$ cat config.mk
export PLATFORM = sky130hd
export DESIGN_NAME = ppf_top
export DESIGN_NICKNAME = d
export VERILOG_FILES = /design/src/ppf_pkg.sv /design/src/ppf_blink_if.sv /design/src/ppf_sync.sv /design/src/ppf_blink.sv /design/src/ppf_top.sv
export VERILOG_INCLUDE_DIRS = /design/src
export SDC_FILE = /design/constraint.sdc
export NUM_CORES = 1
export LEC_CHECK = 0
export ABC_AREA = 0
export BUFFER_PORTS_ARGS = -buffer_cell sky130_fd_sc_hd__buf_2
export CORE_ASPECT_RATIO = 1.1
export CORE_MARGIN = 3
export CORE_UTILIZATION = 50
export DETAILED_ROUTE_END_ITERATION = 8
export MAX_ROUTING_LAYER = met4
export PLACE_DENSITY = 0.85
export SETUP_SLACK_MARGIN = 0.05
export SLEW_MARGIN = 20
export SYNTH_ARGS = -nofsm -noshare
export SYNTH_HDL_FRONTEND = slang
export SYNTH_SLANG_ARGS = --single-unit
$ cat constraint.sdc
create_clock -name clk_sys -period 3.45 [get_ports clk_sys]
set_input_delay 0.345 -clock clk_sys [delete_from_list [all_inputs] [get_ports clk_sys]]
set_output_delay 0.345 -clock clk_sys [all_outputs]
set_load 0.02 [all_outputs]
$ cat src/ppf_params.svh
// Constants for the pin function block: register offsets, field positions, reset values, timing counts.
// Assumes a 100 MHz system clock; included by bare name.
`ifndef PPF_PARAMS_SVH
`define PPF_PARAMS_SVH

// Register offsets (byte addresses)
`define PPF_OFF_CFG        8'h00
`define PPF_OFF_GPIO_OUT   8'h04
`define PPF_OFF_GPIO_OE    8'h08
`define PPF_OFF_PIN_IN     8'h0C
`define PPF_OFF_IRQ_STAT   8'h10
`define PPF_OFF_IRQ_MASK   8'h14
`define PPF_OFF_STATE      8'h18
`define PPF_OFF_BLINK      8'h1C

// Configuration fields
`define PPF_CFG_CLK_GPIO   0
`define PPF_CFG_LED_GPIO   1
`define PPF_CFG_IRQ_MODE   2
`define PPF_CFG_RESET      8'h00

// Status / mask bit positions
`define PPF_EV_LINK_UP     0
`define PPF_EV_LINK_DOWN   1
`define PPF_EV_PWRDN       2
`define PPF_EV_TX_START    3
`define PPF_EV_COUNT       4

// Blink half period in ms, and its cycle count at 100 MHz
`define PPF_BLINK_MS       50
`define PPF_CLK_HZ         100000000
// Divide first: the product would overflow a 32-bit integer
`define PPF_BLINK_CYC      ((`PPF_CLK_HZ / 1000) * `PPF_BLINK_MS)
`define PPF_BLINK_W        24

// Edges after reset release before the strap is frozen
`define PPF_STRAP_HOLD     2'h3

`endif

$ cat src/ppf_pkg.sv
// Types shared by the pin function block.
// Assumes ppf_params.svh is compiled alongside.
package ppf_pkg;
    // Function of the interrupt / power-down pin
    typedef enum logic [1:0] {
        PPF_PIN_PWRDN = 2'h1,
        PPF_PIN_IRQ   = 2'h2
    } ppf_irqpin_t;
endpackage : ppf_pkg

$ cat src/ppf_blink_if.sv
// Interface between the top and the activity blinker.
// Assumes one clock domain, clk_sys.
`timescale 1ns/10ps
interface ppf_blink_if;
    logic                  link_good;
    logic                  active;
    logic [23:0]           half_period;
    logic                  led_on;
    modport src (output link_good, output active, output half_period, input led_on);
    modport blk (input link_good, input active, input half_period, output led_on);
endinterface : ppf_blink_if

$ cat src/ppf_sync.sv
// Two-flop synchroniser vector for pin inputs.
// Assumes pins are asynchronous to clk_sys.
`timescale 1ns/10ps
module ppf_sync #(
    parameter int W = 1
) (
    // Clock and reset
    input  wire logic         clk_sys,
    input  wire logic         rst,
    // Data
    input  wire logic [W-1:0] d,
    output logic      [W-1:0] q
);
    logic [W-1:0] meta;
    // First flop is read only by the second
    always_ff @(posedge clk_sys or posedge rst) begin
        if (rst) begin
            meta <= '0;
            q    <= '0;
        end else begin
            meta <= d;
            q    <= meta;
        end
    end
endmodule : ppf_sync

$ cat src/ppf_blink.sv
// Link / activity indicator: steady on with link, blinking with traffic.
// Assumes synchronous inputs on clk_sys.
`timescale 1ns/10ps
`include "ppf_params.svh"
module ppf_blink (
    // Clock and reset
    input  wire logic clk_sys,
    input  wire logic rst,
    // Control and result
    ppf_blink_if.blk  bl
);
    logic [23:0] cnt;
    logic [23:0] next_cnt;
    logic        phase;
    logic        next_phase;
    logic        led;
    logic        next_led;

    // Blink phase runs only while traffic is seen
    always_comb begin
        next_cnt   = cnt;
        next_phase = phase;
        if (!bl.active) begin
            next_cnt   = '0;
            next_phase = 1'b0;
        end else if (cnt + 24'h000001 >= bl.half_period) begin
            next_cnt   = '0;
            next_phase = ~phase;
        end else begin
            next_cnt = cnt + 24'h000001;
        end
        // Off with link down; activity overrides steady on
        if (!bl.link_good)
            next_led = 1'b0;                          // RQ15
        else if (bl.active)
            next_led = ~next_phase;                   // RQ12
        else
            next_led = 1'b1;                          // RQ11
    end

    always_ff @(posedge clk_sys or posedge rst) begin
        if (rst) begin
            cnt   <= '0;
            phase <= 1'b0;
            led   <= 1'b0;
        end else begin
            cnt   <= next_cnt;
            phase <= next_phase;
            led   <= next_led;
        end
    end

    assign bl.led_on = led;
endmodule : ppf_blink

$ cat src/ppf_top.sv
// Pin function logic: clock-out / second indicator / GPIO pin, interrupt or power-down pin,
// link activity indicator pin, transmit data qualification and a small register file.
// Assumes clk_sys at 100 MHz is the reference clock; pins are asynchronous and synchronised here.
// Limitation: power-down is only reported on a port.
`timescale 1ns/10ps
`include "ppf_params.svh"

// Functional notes
// RQ1 - MAC drives transmit enable active high, aligned to reference clock rising edge.
// RQ2 - Transmit data counts as valid only while transmit enable is high.
// RQ3 - Master mode: clock/indicator pin outputs the 50 MHz reference by default.
// RQ4 - Slave mode: clock/indicator pin acts as second status indicator by default.
// RQ5 - A register setting turns the clock/indicator pin into a GPIO.
// RQ6 - After reset the interrupt/power-down pin is a power-down input.
// RQ7 - Pin becomes interrupt output only after host writes the configuration register.
// RQ8 - As power-down input, a low level puts the whole device in power-down.
// RQ9 - As interrupt output, pin drives low while an enabled interrupt is pending.
// RQ10 - Interrupt pin only pulls low or releases, never drives high.
// RQ11 - Link indicator stays on while link is good.
// RQ12 - Link indicator blinks while transmitter or receiver is active.
// RQ13 - A register setting turns the link indicator pin into a GPIO.
// RQ14 - Reset held low 25 us resamples straps and restores default functions.
// RQ15 - Blink period is configurable from the clock; indicator off with link down.
module ppf_top (
    // Clock and reset
    input  wire logic        clk_sys,
    input  wire logic        rst,
    // Strap and reference clock for the clock-out path
    input  wire logic        rmii_master_strap,
    input  wire logic        ref_clk_50m,
    // RMII transmit side
    input  wire logic        tx_en,
    input  wire logic [1:0]  tx_d,
    output logic      [1:0]  tx_data,
    output logic             tx_data_valid,
    // Core status
    input  wire logic        link_good,
    input  wire logic        rx_active,
    input  wire logic        second_status,
    output logic             powerdown,
    // Clock / second indicator pin
    input  wire logic        clock_or_second_indicator_pin_i,
    output logic             clock_or_second_indicator_pin_o,
    output logic             clock_or_second_indicator_pin_oe,
    // Interrupt / power-down pin
    input  wire logic        irq_or_powerdown_pin_i,
    output logic             irq_or_powerdown_pin_o,
    output logic             irq_or_powerdown_pin_oe,
    // Link activity indicator pin
    input  wire logic        link_activity_indicator_i,
    output logic             link_activity_indicator_o,
    output logic             link_activity_indicator_oe,
    // Register port
    input  wire logic [7:0]  reg_addr,
    input  wire logic [31:0] reg_wdata,
    input  wire logic        reg_wr,
    input  wire logic        reg_rd,
    output logic      [31:0] reg_rdata,
    // Interrupt to the system
    output logic             irq
);
    // Sets status and mask widths
    localparam int NEV = `PPF_EV_COUNT;

    // Synchronised pins; tx signals come from the MAC on the reference clock domain
    logic [4:0] pins_s;
    ppf_sync #(.W(5)) u_sync (
        .clk_sys (clk_sys),
        .rst     (rst),
        // Inverted: flop reset value then means idle high
        .d       ({tx_en, tx_d, ~irq_or_powerdown_pin_i, rmii_master_strap}),
        .q       (pins_s)
    );

    // Readback only, no edges taken
    logic [1:0] pins_s2;
    ppf_sync #(.W(2)) u_sync2 (
        .clk_sys (clk_sys),
        .rst     (rst),
        .d       ({clock_or_second_indicator_pin_i, link_activity_indicator_i}),
        .q       (pins_s2)
    );
    logic       tx_en_s;
    logic [1:0] tx_d_s;
    logic       pd_pin_s;
    logic       strap_s;

    // Slices of the synchronised word
    assign tx_en_s  = pins_s[4];                      // RQ1
    assign tx_d_s   = pins_s[3:2];
    assign pd_pin_s = ~pins_s[1];                     // Pin polarity
    assign strap_s  = pins_s[0];

    // Register state
    logic [7:0]      cfg;
    logic [1:0]      gpio_out;
    logic [1:0]      gpio_oe;
    logic [NEV-1:0]  stat;
    logic [NEV-1:0]  mask;
    logic [23:0]     blink_half;
    logic            master;
    logic [1:0]      strap_cnt;
    logic [31:0]     rdata;

    // Next values
    logic [7:0]      next_cfg;
    logic [1:0]      next_gpio_out;
    logic [1:0]      next_gpio_oe;
    logic [NEV-1:0]  next_stat;
    logic [NEV-1:0]  next_mask;
    logic [23:0]     next_blink_half;
    logic            next_master;
    logic [1:0]      next_strap_cnt;
    logic [31:0]     next_rdata;

    // Transmit path and event tracking
    logic [1:0]      txd_q;
    logic            txv_q;
    logic            link_q;
    logic            pd_q;
    logic [1:0]      next_txd_q;
    logic            next_txv_q;
    logic            next_pd_q;

    // Pin function and events
    ppf_pkg::ppf_irqpin_t pin_fn;
    logic [NEV-1:0]  ev;
    logic            pending;

    // Pin function decided by configuration; reset leaves it as power-down input
    // Only the mode bit moves it
    assign pin_fn  = cfg[`PPF_CFG_IRQ_MODE] ? ppf_pkg::PPF_PIN_IRQ : ppf_pkg::PPF_PIN_PWRDN; // RQ6 RQ7
    // Shared by irq and the pin
    assign pending = |(stat & mask);

    // Event sources
    // Edges against registered copies
    assign ev[`PPF_EV_LINK_UP]   = link_good & ~link_q;
    assign ev[`PPF_EV_LINK_DOWN] = ~link_good & link_q;
    assign ev[`PPF_EV_PWRDN]     = next_pd_q & ~pd_q;
    assign ev[`PPF_EV_TX_START]  = next_txv_q & ~txv_q;

    // Transmit qualification and power-down sampling
    // Zero data outside enable: nothing stale leaks
    always_comb begin
        next_txv_q = tx_en_s;
        next_txd_q = tx_en_s ? tx_d_s : 2'h0;             // RQ2
        next_pd_q  = (pin_fn == ppf_pkg::PPF_PIN_PWRDN) && !pd_pin_s; // RQ8
    end

    // Transmit and edge registers
    always_ff @(posedge clk_sys or posedge rst) begin
        if (rst) begin
            txd_q  <= 2'h0;
            txv_q  <= 1'b0;
            pd_q   <= 1'b0;
            link_q <= 1'b0;
        end else begin
            txd_q  <= next_txd_q;
            txv_q  <= next_txv_q;
            pd_q   <= next_pd_q;
            link_q <= link_good;
        end
    end

    // Straight from flops
    assign tx_data       = txd_q;
    assign tx_data_valid = txv_q;
    assign powerdown     = pd_q;

    // Register writes, sticky status (set wins over clear), read data one cycle later
    // No wait states
    always_comb begin
        next_cfg         = cfg;
        next_gpio_out    = gpio_out;
        next_gpio_oe     = gpio_oe;
        next_mask        = mask;
        next_blink_half  = blink_half;
        next_master      = master;
        next_strap_cnt   = strap_cnt;
        next_stat        = stat;
        next_rdata       = 32'h0000_0000;

        // Strap followed until the synchroniser settles, then frozen;
        // the first two edges would only see the flops' reset value
        if (strap_cnt != `PPF_STRAP_HOLD) begin
            next_master    = strap_s;                     // RQ14
            next_strap_cnt = strap_cnt + 2'h1;
        end

        // Unmapped writes change nothing
        if (reg_wr) begin
            case (reg_addr)
                `PPF_OFF_CFG:      next_cfg        = reg_wdata[7:0];          // RQ5 RQ7 RQ13
                `PPF_OFF_GPIO_OUT: next_gpio_out   = reg_wdata[1:0];
                `PPF_OFF_GPIO_OE:  next_gpio_oe    = reg_wdata[1:0];
                `PPF_OFF_IRQ_STAT: next_stat       = stat & ~reg_wdata[NEV-1:0];
                `PPF_OFF_IRQ_MASK: next_mask       = reg_wdata[NEV-1:0];
                `PPF_OFF_BLINK:    next_blink_half = reg_wdata[23:0];         // RQ15
                default:           next_cfg        = cfg;
            endcase
        end
        // After the write: a clear never hides an event
        next_stat = next_stat | ev;

        // Stands only in the cycle after the strobe
        if (reg_rd) begin
            case (reg_addr)
                `PPF_OFF_CFG:      next_rdata = {24'h000000, cfg};
                `PPF_OFF_GPIO_OUT: next_rdata = {30'h00000000, gpio_out};
                `PPF_OFF_GPIO_OE:  next_rdata = {30'h00000000, gpio_oe};
                `PPF_OFF_PIN_IN:   next_rdata = {29'h00000000, pd_pin_s, pins_s2};
                `PPF_OFF_IRQ_STAT: next_rdata = {28'h0000000, stat};
                `PPF_OFF_IRQ_MASK: next_rdata = {28'h0000000, mask};
                `PPF_OFF_STATE:    next_rdata = {28'h0000000, pending, pd_q, link_q, master};
                `PPF_OFF_BLINK:    next_rdata = {8'h00, blink_half};
                default:           next_rdata = 32'h0000_0000;
            endcase
        end
    end

    // Register file; reset restores all functions
    always_ff @(posedge clk_sys or posedge rst) begin
        if (rst) begin
            cfg         <= `PPF_CFG_RESET;
            gpio_out    <= 2'h0;
            gpio_oe     <= 2'h0;
            stat        <= '0;
            mask        <= '0;
            blink_half  <= 24'(`PPF_BLINK_CYC);
            master      <= 1'b0;
            strap_cnt   <= 2'h0;
            rdata       <= 32'h0000_0000;
        end else begin
            cfg         <= next_cfg;
            gpio_out    <= next_gpio_out;
            gpio_oe     <= next_gpio_oe;
            stat        <= next_stat;
            mask        <= next_mask;
            blink_half  <= next_blink_half;
            master      <= next_master;
            strap_cnt   <= next_strap_cnt;
            rdata       <= next_rdata;
        end
    end

    // Read data and level interrupt
    assign reg_rdata = rdata;
    assign irq       = pending;

    // Activity blinker
    // Registered link, in step with link events
    ppf_blink_if bl ();
    assign bl.link_good   = link_q;
    assign bl.active      = txv_q | rx_active;
    assign bl.half_period = blink_half;
    ppf_blink u_blink (
        .clk_sys (clk_sys),
        .rst     (rst),
        .bl      (bl)
    );

    // Pin output registers; the reference clock is passed straight through, not retimed
    // Retiming 50 MHz on 100 MHz would distort it
    logic sec_q;
    logic led_q;
    logic irq_oe_q;
    logic next_sec_q;
    logic next_led_q;
    logic next_irq_oe_q;

    // GPIO override first, then the function
    always_comb begin
        next_sec_q    = cfg[`PPF_CFG_CLK_GPIO] ? gpio_out[0] : second_status;  // RQ4 RQ5
        next_led_q    = cfg[`PPF_CFG_LED_GPIO] ? gpio_out[1] : bl.led_on;     // RQ13
        next_irq_oe_q = (pin_fn == ppf_pkg::PPF_PIN_IRQ) && pending;          // RQ9
    end

    // Pin registers; pull-down off in reset
    always_ff @(posedge clk_sys or posedge rst) begin
        if (rst) begin
            sec_q    <= 1'b0;
            led_q    <= 1'b0;
            irq_oe_q <= 1'b0;
        end else begin
            sec_q    <= next_sec_q;
            led_q    <= next_led_q;
            irq_oe_q <= next_irq_oe_q;
        end
    end

    // Clock/indicator pin: clock only in master mode without GPIO override
    assign clock_or_second_indicator_pin_o  = (master && !cfg[`PPF_CFG_CLK_GPIO]) ? ref_clk_50m : sec_q; // RQ3
    // Enable register decides only in GPIO mode
    assign clock_or_second_indicator_pin_oe = cfg[`PPF_CFG_CLK_GPIO] ? gpio_oe[0] : 1'b1;

    // Open drain: data fixed low, enable pulls the line
    assign irq_or_powerdown_pin_o           = 1'b0;                  // RQ10
    assign irq_or_powerdown_pin_oe          = irq_oe_q;              // RQ10
    // GPIO value or blinker, both registered
    assign link_activity_indicator_o        = led_q;
    assign link_activity_indicator_oe       = cfg[`PPF_CFG_LED_GPIO] ? gpio_oe[1] : 1'b1;
endmodule : ppf_top

* Yosys cells after proc, flatten, opt, wreduce, memory -nomap -nowiden
Index checks and enable logic that the tools add are counted.
** Operators by class
- Order comparisons :: 1
- Multiplexer cells :: 17
- Eq/ne operators :: 10
- Bitwise gates (word level) :: 17
- Reductions and logical operators :: 11
- Add/sub/neg operators :: 2
** Operators with widths (number)
- case mux 24 bit (8 select lines) :: 1
- 2-to-1 mux 24 bit :: 3
- equality test 8 x 5 -> 1 bit, second input constant :: 4
- adder 24 x 1 -> 24 bit, second input constant :: 1
- >= comparator 24 bit :: 1
- equality test 8 x 4 -> 1 bit, second input constant :: 2
- AND reduction 2 bit :: 5
- 2-to-1 mux 1 bit :: 9
- bitwise AND 4 bit :: 2
- equality test 8 x 3 -> 1 bit, second input constant :: 1
- logical NOT 8 bit :: 1
- 2-to-1 mux 4 bit :: 2
- NOT 1 bit :: 8
- bitwise AND 1 bit :: 4
- 2-to-1 mux 2 bit :: 2
- NOT 4 bit :: 1
- OR 4 bit :: 1
- OR reduction 4 bit :: 1
- logical AND 1 bit :: 3
- adder 2 x 1 -> 2 bit, second input constant :: 1
- equality test 2 x 1 -> 1 bit, second input constant :: 1
- equality test 2 bit, second input constant :: 1
- inequality test 2 bit, second input constant :: 1
- logical NOT 1 bit :: 1
- OR 1 bit :: 1
** Word-level totals
- Word-level logic and storage cells :: 81
- Output and inout port bits :: 43
- Bits of input ports :: 55
- Bits in registers :: 127

* Logic depth before layout (Yosys ltp)
- Depth after elaboration :: 7
- Gate-level depth with buffers :: 13
- Gate-level depth less buffers :: 12

* By module
A second synthesis with hierarchy kept.
** Second synthesis, totals
- Cells, all modules :: 468
- Area total of the unflattened synthesis :: 5749.3 um^2
** Modules (own cells, without submodules)
- ppf_top :: cells an instance 247, area each 3415.8 um^2, times used 1, seq. area each 1986.9 um^2
- ppf_blink :: cells an instance 205, area each 1975.6 um^2, times used 1, seq. area each 650.6 um^2
- ppf_sync at u_sync :: cells an instance 11, area each 254.0 um^2, times used 1, seq. area each 250.2 um^2
- ppf_sync at u_sync2 :: cells an instance 5, area each 103.8 um^2, times used 1, seq. area each 100.1 um^2

* Worst setup path after synthesis
Ideal clock, no wire load.
- Path kind :: reg2reg
- Start point :: register u_blink.cnt[2]
- End point :: register u_blink.cnt[15]
- Library setup time :: 0.122 ns
- Arrival time :: 3.015 ns
- Buffers on the path :: 1
- Data required time :: 3.328 ns
- Clock period less this slack :: 3.137 ns
- Cell stages (with the launch flop) :: 14
- Path slack :: 0.313 ns
- Path through :: dfrtp_1 -> nand4_1 -> or3_1 -> nor2_2 -> nand3_1 -> xnor2_1 -> ha_1 -> and2_1 -> nand3_1 -> nor4_1 -> nor4b_1 -> or4_4 -> buf_2 -> nor2b_1
** On the way
- Cells in the longest elaborated chain, start to end :: 4
** Ends and longest elaborated chain
- start: declaration :: RTL line ppf_blink.sv:12 : logic [23:0] cnt;
- start signal: assignment :: RTL line ppf_blink.sv:47 : cnt <= next_cnt;
- adder 24 x 1 -> 24 bit * :: RTL line ppf_blink.sv:26, ppf_blink.sv:30
- >= comparator 24 bit :: RTL line ppf_blink.sv:26 : end else if (cnt + 24'h000001 >= bl.half_period) begin
- 2-to-1 mux 24 bit * :: RTL line ppf_blink.sv:26
- 2-to-1 mux 24 bit * :: RTL line ppf_blink.sv:23 : if (!bl.active) begin
- net u_blink.next_cnt[15] :: RTL line ppf_blink.sv:13 : logic [23:0] next_cnt;
Mark *: on every way through the listed nets, which the timed path passes. The rest lies on a longest branch.
A chain may end at the register's enable or synchronous reset.

* Worst setup path in the final report
- Start point :: register u_blink.cnt[1]
- End point :: register u_blink.cnt[3]
The elaborated chain is that of the path after synthesis.

==> metrics.yaml <==
relSlewSlack_pct: 42.15
numCtsBuffers: 17
grt_pass1_vias: 4050
syn_inst: 458
drv_slew: 0
cts-root-buf: "clkbuf_16"
leakagePower_nw: 3.501
finalClockSkew_ps: 8.169
dpl_cell_area_sq_um: 6083
post-route-period-util_pct: 97.20
ys_warn_count: 0
dpl.hpwl_microns: 7835
vias: 3894
place_inst: 678
diodes: 0
maxCapViolations: 0
clockBufferDepth: 2
hold_viol_final: 0
layoutNonFillerInstCount: 722
grt_pass1_wl_microns: 19570
drt_iter0_drc: 290
syn_area_per_cell_sq_um: 12.07
htreeDepth: 4
fmax_mhz: 298.2
drc: 0
ys.flop_type: "dfrtp_1"
fin_setup_tns_ps: 0
syn_area_sq_um: 5527
path_max_fanout: 12
drt-total-wl_microns: 12480
worst_ep_required_time_ps: 3780
ant_nets: 0
timing.hold.ws_ps: 31.16
drive_gt1_share_pct: 36.61
ys_seq_area_share_pct: 54.06
worst_pin_slew_ps: 867.8
synth_cell_type_count: 54
crit_type: "reg2reg"
ir_drop_mv: 0.3283
setup_viol: 0
hold_class: "in2reg"
slowest_delay_ps: 560
clk_latency_ps: 420
syn2layout_area_growth_pct: 24.04
grt_use_total_pct: 21.14
fp.dieW_microns: 106.2
grt_overflow_total: 0
status: "complete, no violations"
synth_seq_cells: 119
antenna_found_initial: 0
critPathLaunchType: "flip-flop"
boundaryPins: 98
grt_setup_unrepaired: "true"
cts-hold-fix-buffers: 0
die-area_sq_um: 12350
routabilityCongestion: 0.8786
synth-edff-count: 0
clock-sinks: 119
io_buffers: 80
fp.dieH_microns: 116.3
final_nets: 647
dr.pass1.iters: 4
grt_max_degree: 73
avgViaCountPerCell: 5.393
finalCriticalPeriod_ps: 3353
initial_core_util_pct: 52.19
core_area_sq_um: 10590
rows: 39
power_density_nw_per_um2: 546.6
path_cells: "ha_4, nand3_2, nor3_2, buf_4, buf_6, nand4_1, xnor2_2, ha_1, nand4_1, buf_4, nor2_2, a221o_1, or4_4, nor2b_1"
async_flop_share_pct: 100.0
cts_tree: "yes"
cp_slowest_cell: "or4_4"
critical-path-top-delay-family: "simple AND/OR/NAND/NOR gates"
fillerInstances: 781
crit_buf_inv: 3
post-route-util_pct: 64.74
arrival_ps: 3680
wl_per_cell_microns: 17.28
clkTransAtPathRegs_ps: 60
endpoint_kind: "flip-flop"
fin_area_sq_um: 6855
worst paths after layout:
kind | slack (ps) | cells after the start | startpoint | to
worst min register to register | 350 | 0 | u_sync.meta[2]$_DFF_PP0_ | u_sync.q[2]$_DFF_PP0_
worst max register to register | 100 | 14 | u_blink.cnt[1]$_DFF_PP0_ | u_blink.cnt[3]$_DFF_PP0_
min in group asynchronous | 110 | 3 | rst | u_blink.cnt[8]$_DFF_PP0_
worst min-delay path | 30 | 1 | tx_d[0] | u_sync.meta[2]$_DFF_PP0_
worst max-delay path | 100 | 14 | u_blink.cnt[1]$_DFF_PP0_ | u_blink.cnt[3]$_DFF_PP0_
max in group asynchronous | 2600 | 3 | rst | u_blink.cnt[0]$_DFF_PP0_
cell type report:
type                    count  area, sq um  area share (%)
repair buffers            100        554.3           8.085
multi-input cells         296         2415           35.23
clock inverters            10        118.9           1.734
well taps                 143        178.9           2.610
flip-flops and latches    119         2990           43.62
clock buffers              22        474.2           6.917
inverters                  32        123.9           1.807
layer usage:
layer	track usage [%]	vias to the layer above	part of all wire, %
met5	-	-	0
met4	9.672	0	2.4
met3	6.247	34	6.6
met2	34.26	164	51
met1	24.50	1916	40
li1	-	1780	-
power by group:
| part | switching (W) | leakage (nW) | internal, W |
|---|---|---|---|
| Combinational | 0.000272 | 1.68 | 0.000205 |
| Sequential | 0.0000481 | 1.54 | 0.00147 |
| Clock | 0.000636 | 0.283 | 0.00112 |
sequential cells by signal, summed over array words and instances, names as in the netlist, 4 cells and up:
| register | cells |
|---|---|
| bl.half_period | 24 |
| cfg | 8 |
| mask | 4 |
| reg_rdata | 24 |
| stat | 4 |
| u_blink.cnt | 24 |
| u_sync.meta | 5 |
| u_sync.q | 5 |
cells in the mapped netlist (2+ instances only):
| cell type | n | area, sq um |
|---|---|---|
| o21ai_0 | 7 | 35.03 |
| nand2b_1 | 3 | 18.77 |
| nor2b_1 | 24 | 150.1 |
| nand4_1 | 7 | 43.79 |
| mux2_4 | 20 | 300.3 |
| a22o_1 | 3 | 26.28 |
| nand2_4 | 2 | 22.52 |
| mux4_2 | 2 | 45.04 |
| o2bb2ai_1 | 2 | 17.52 |
| dfrtp_1 | 111 | 2778 |
| a21oi_1 | 15 | 75.07 |
| buf_4 | 9 | 67.56 |
| nor2_1 | 21 | 78.83 |
| xor2_1 | 7 | 61.31 |
| nand2_1 | 30 | 112.6 |
| a211oi_1 | 2 | 15.01 |
| ha_1 | 26 | 325.3 |
| or4_4 | 2 | 22.52 |
| mux2i_1 | 4 | 40.04 |
| a22oi_1 | 6 | 45.04 |
| clkbuf_1 | 6 | 22.52 |
| buf_6 | 2 | 22.52 |
| buf_2 | 3 | 15.01 |
| mux2_2 | 24 | 270.3 |
| dfstp_2 | 8 | 210.2 |
| and2_1 | 4 | 25.02 |
| and3_1 | 20 | 125.1 |
| nor3_1 | 2 | 10.01 |
| and4_1 | 2 | 17.52 |
| inv_1 | 32 | 120.1 |
| xnor2_1 | 16 | 140.1 |
| nand3_1 | 14 | 70.07 |
per-stage QoR:
| step | setup slack, ps | total power [W] |
|---|---|---|
| 3_3_place_gp | 105.3 | 0.001911 |
| 2_1_floorplan | 313.4 | 0.001802 |
| 4_1_cts | 49.85 | 0.003694 |
| 6_report | 96.67 | 0.003747 |
| 5_1_grt | -60.47 | 0.003879 |
| 3_5_place_dp | 64.33 | 0.001928 |
logic make-up after synthesis:
group                      share of synthesized area [%]
and+or+nand+nor                                    14.78
xor gates and xnor gates                           3.645
buffers and inverters                              4.550
DFF                                                54.06
muxes                                              12.07
adders and majority gates                          5.886
AOI/OAI and AO/OA                                  4.936
other                                            0.06785
timing repair:
action / 4_1_cts / 5_1_grt
pin swaps: 0 / 14
cloned: 1 / 1
resized for setup: 1 / 20
setup buffers: 0 / 10
setup endpoints to repair: 13 / 26
cells in the final DEF (no fill, tap or decap), drive strengths merged, types with 8 or more instances in the layout:
master,count
xnor2,16
buf,100
ha,26
a21oi,15
dfstp,8
nor2b,24
inv,32
nor2,23
nand3,14
conb,9
dfrtp,111
mux2,45
and3,20
nand2,32
clkbuf,22
Power figures use the tool's default switching activity.
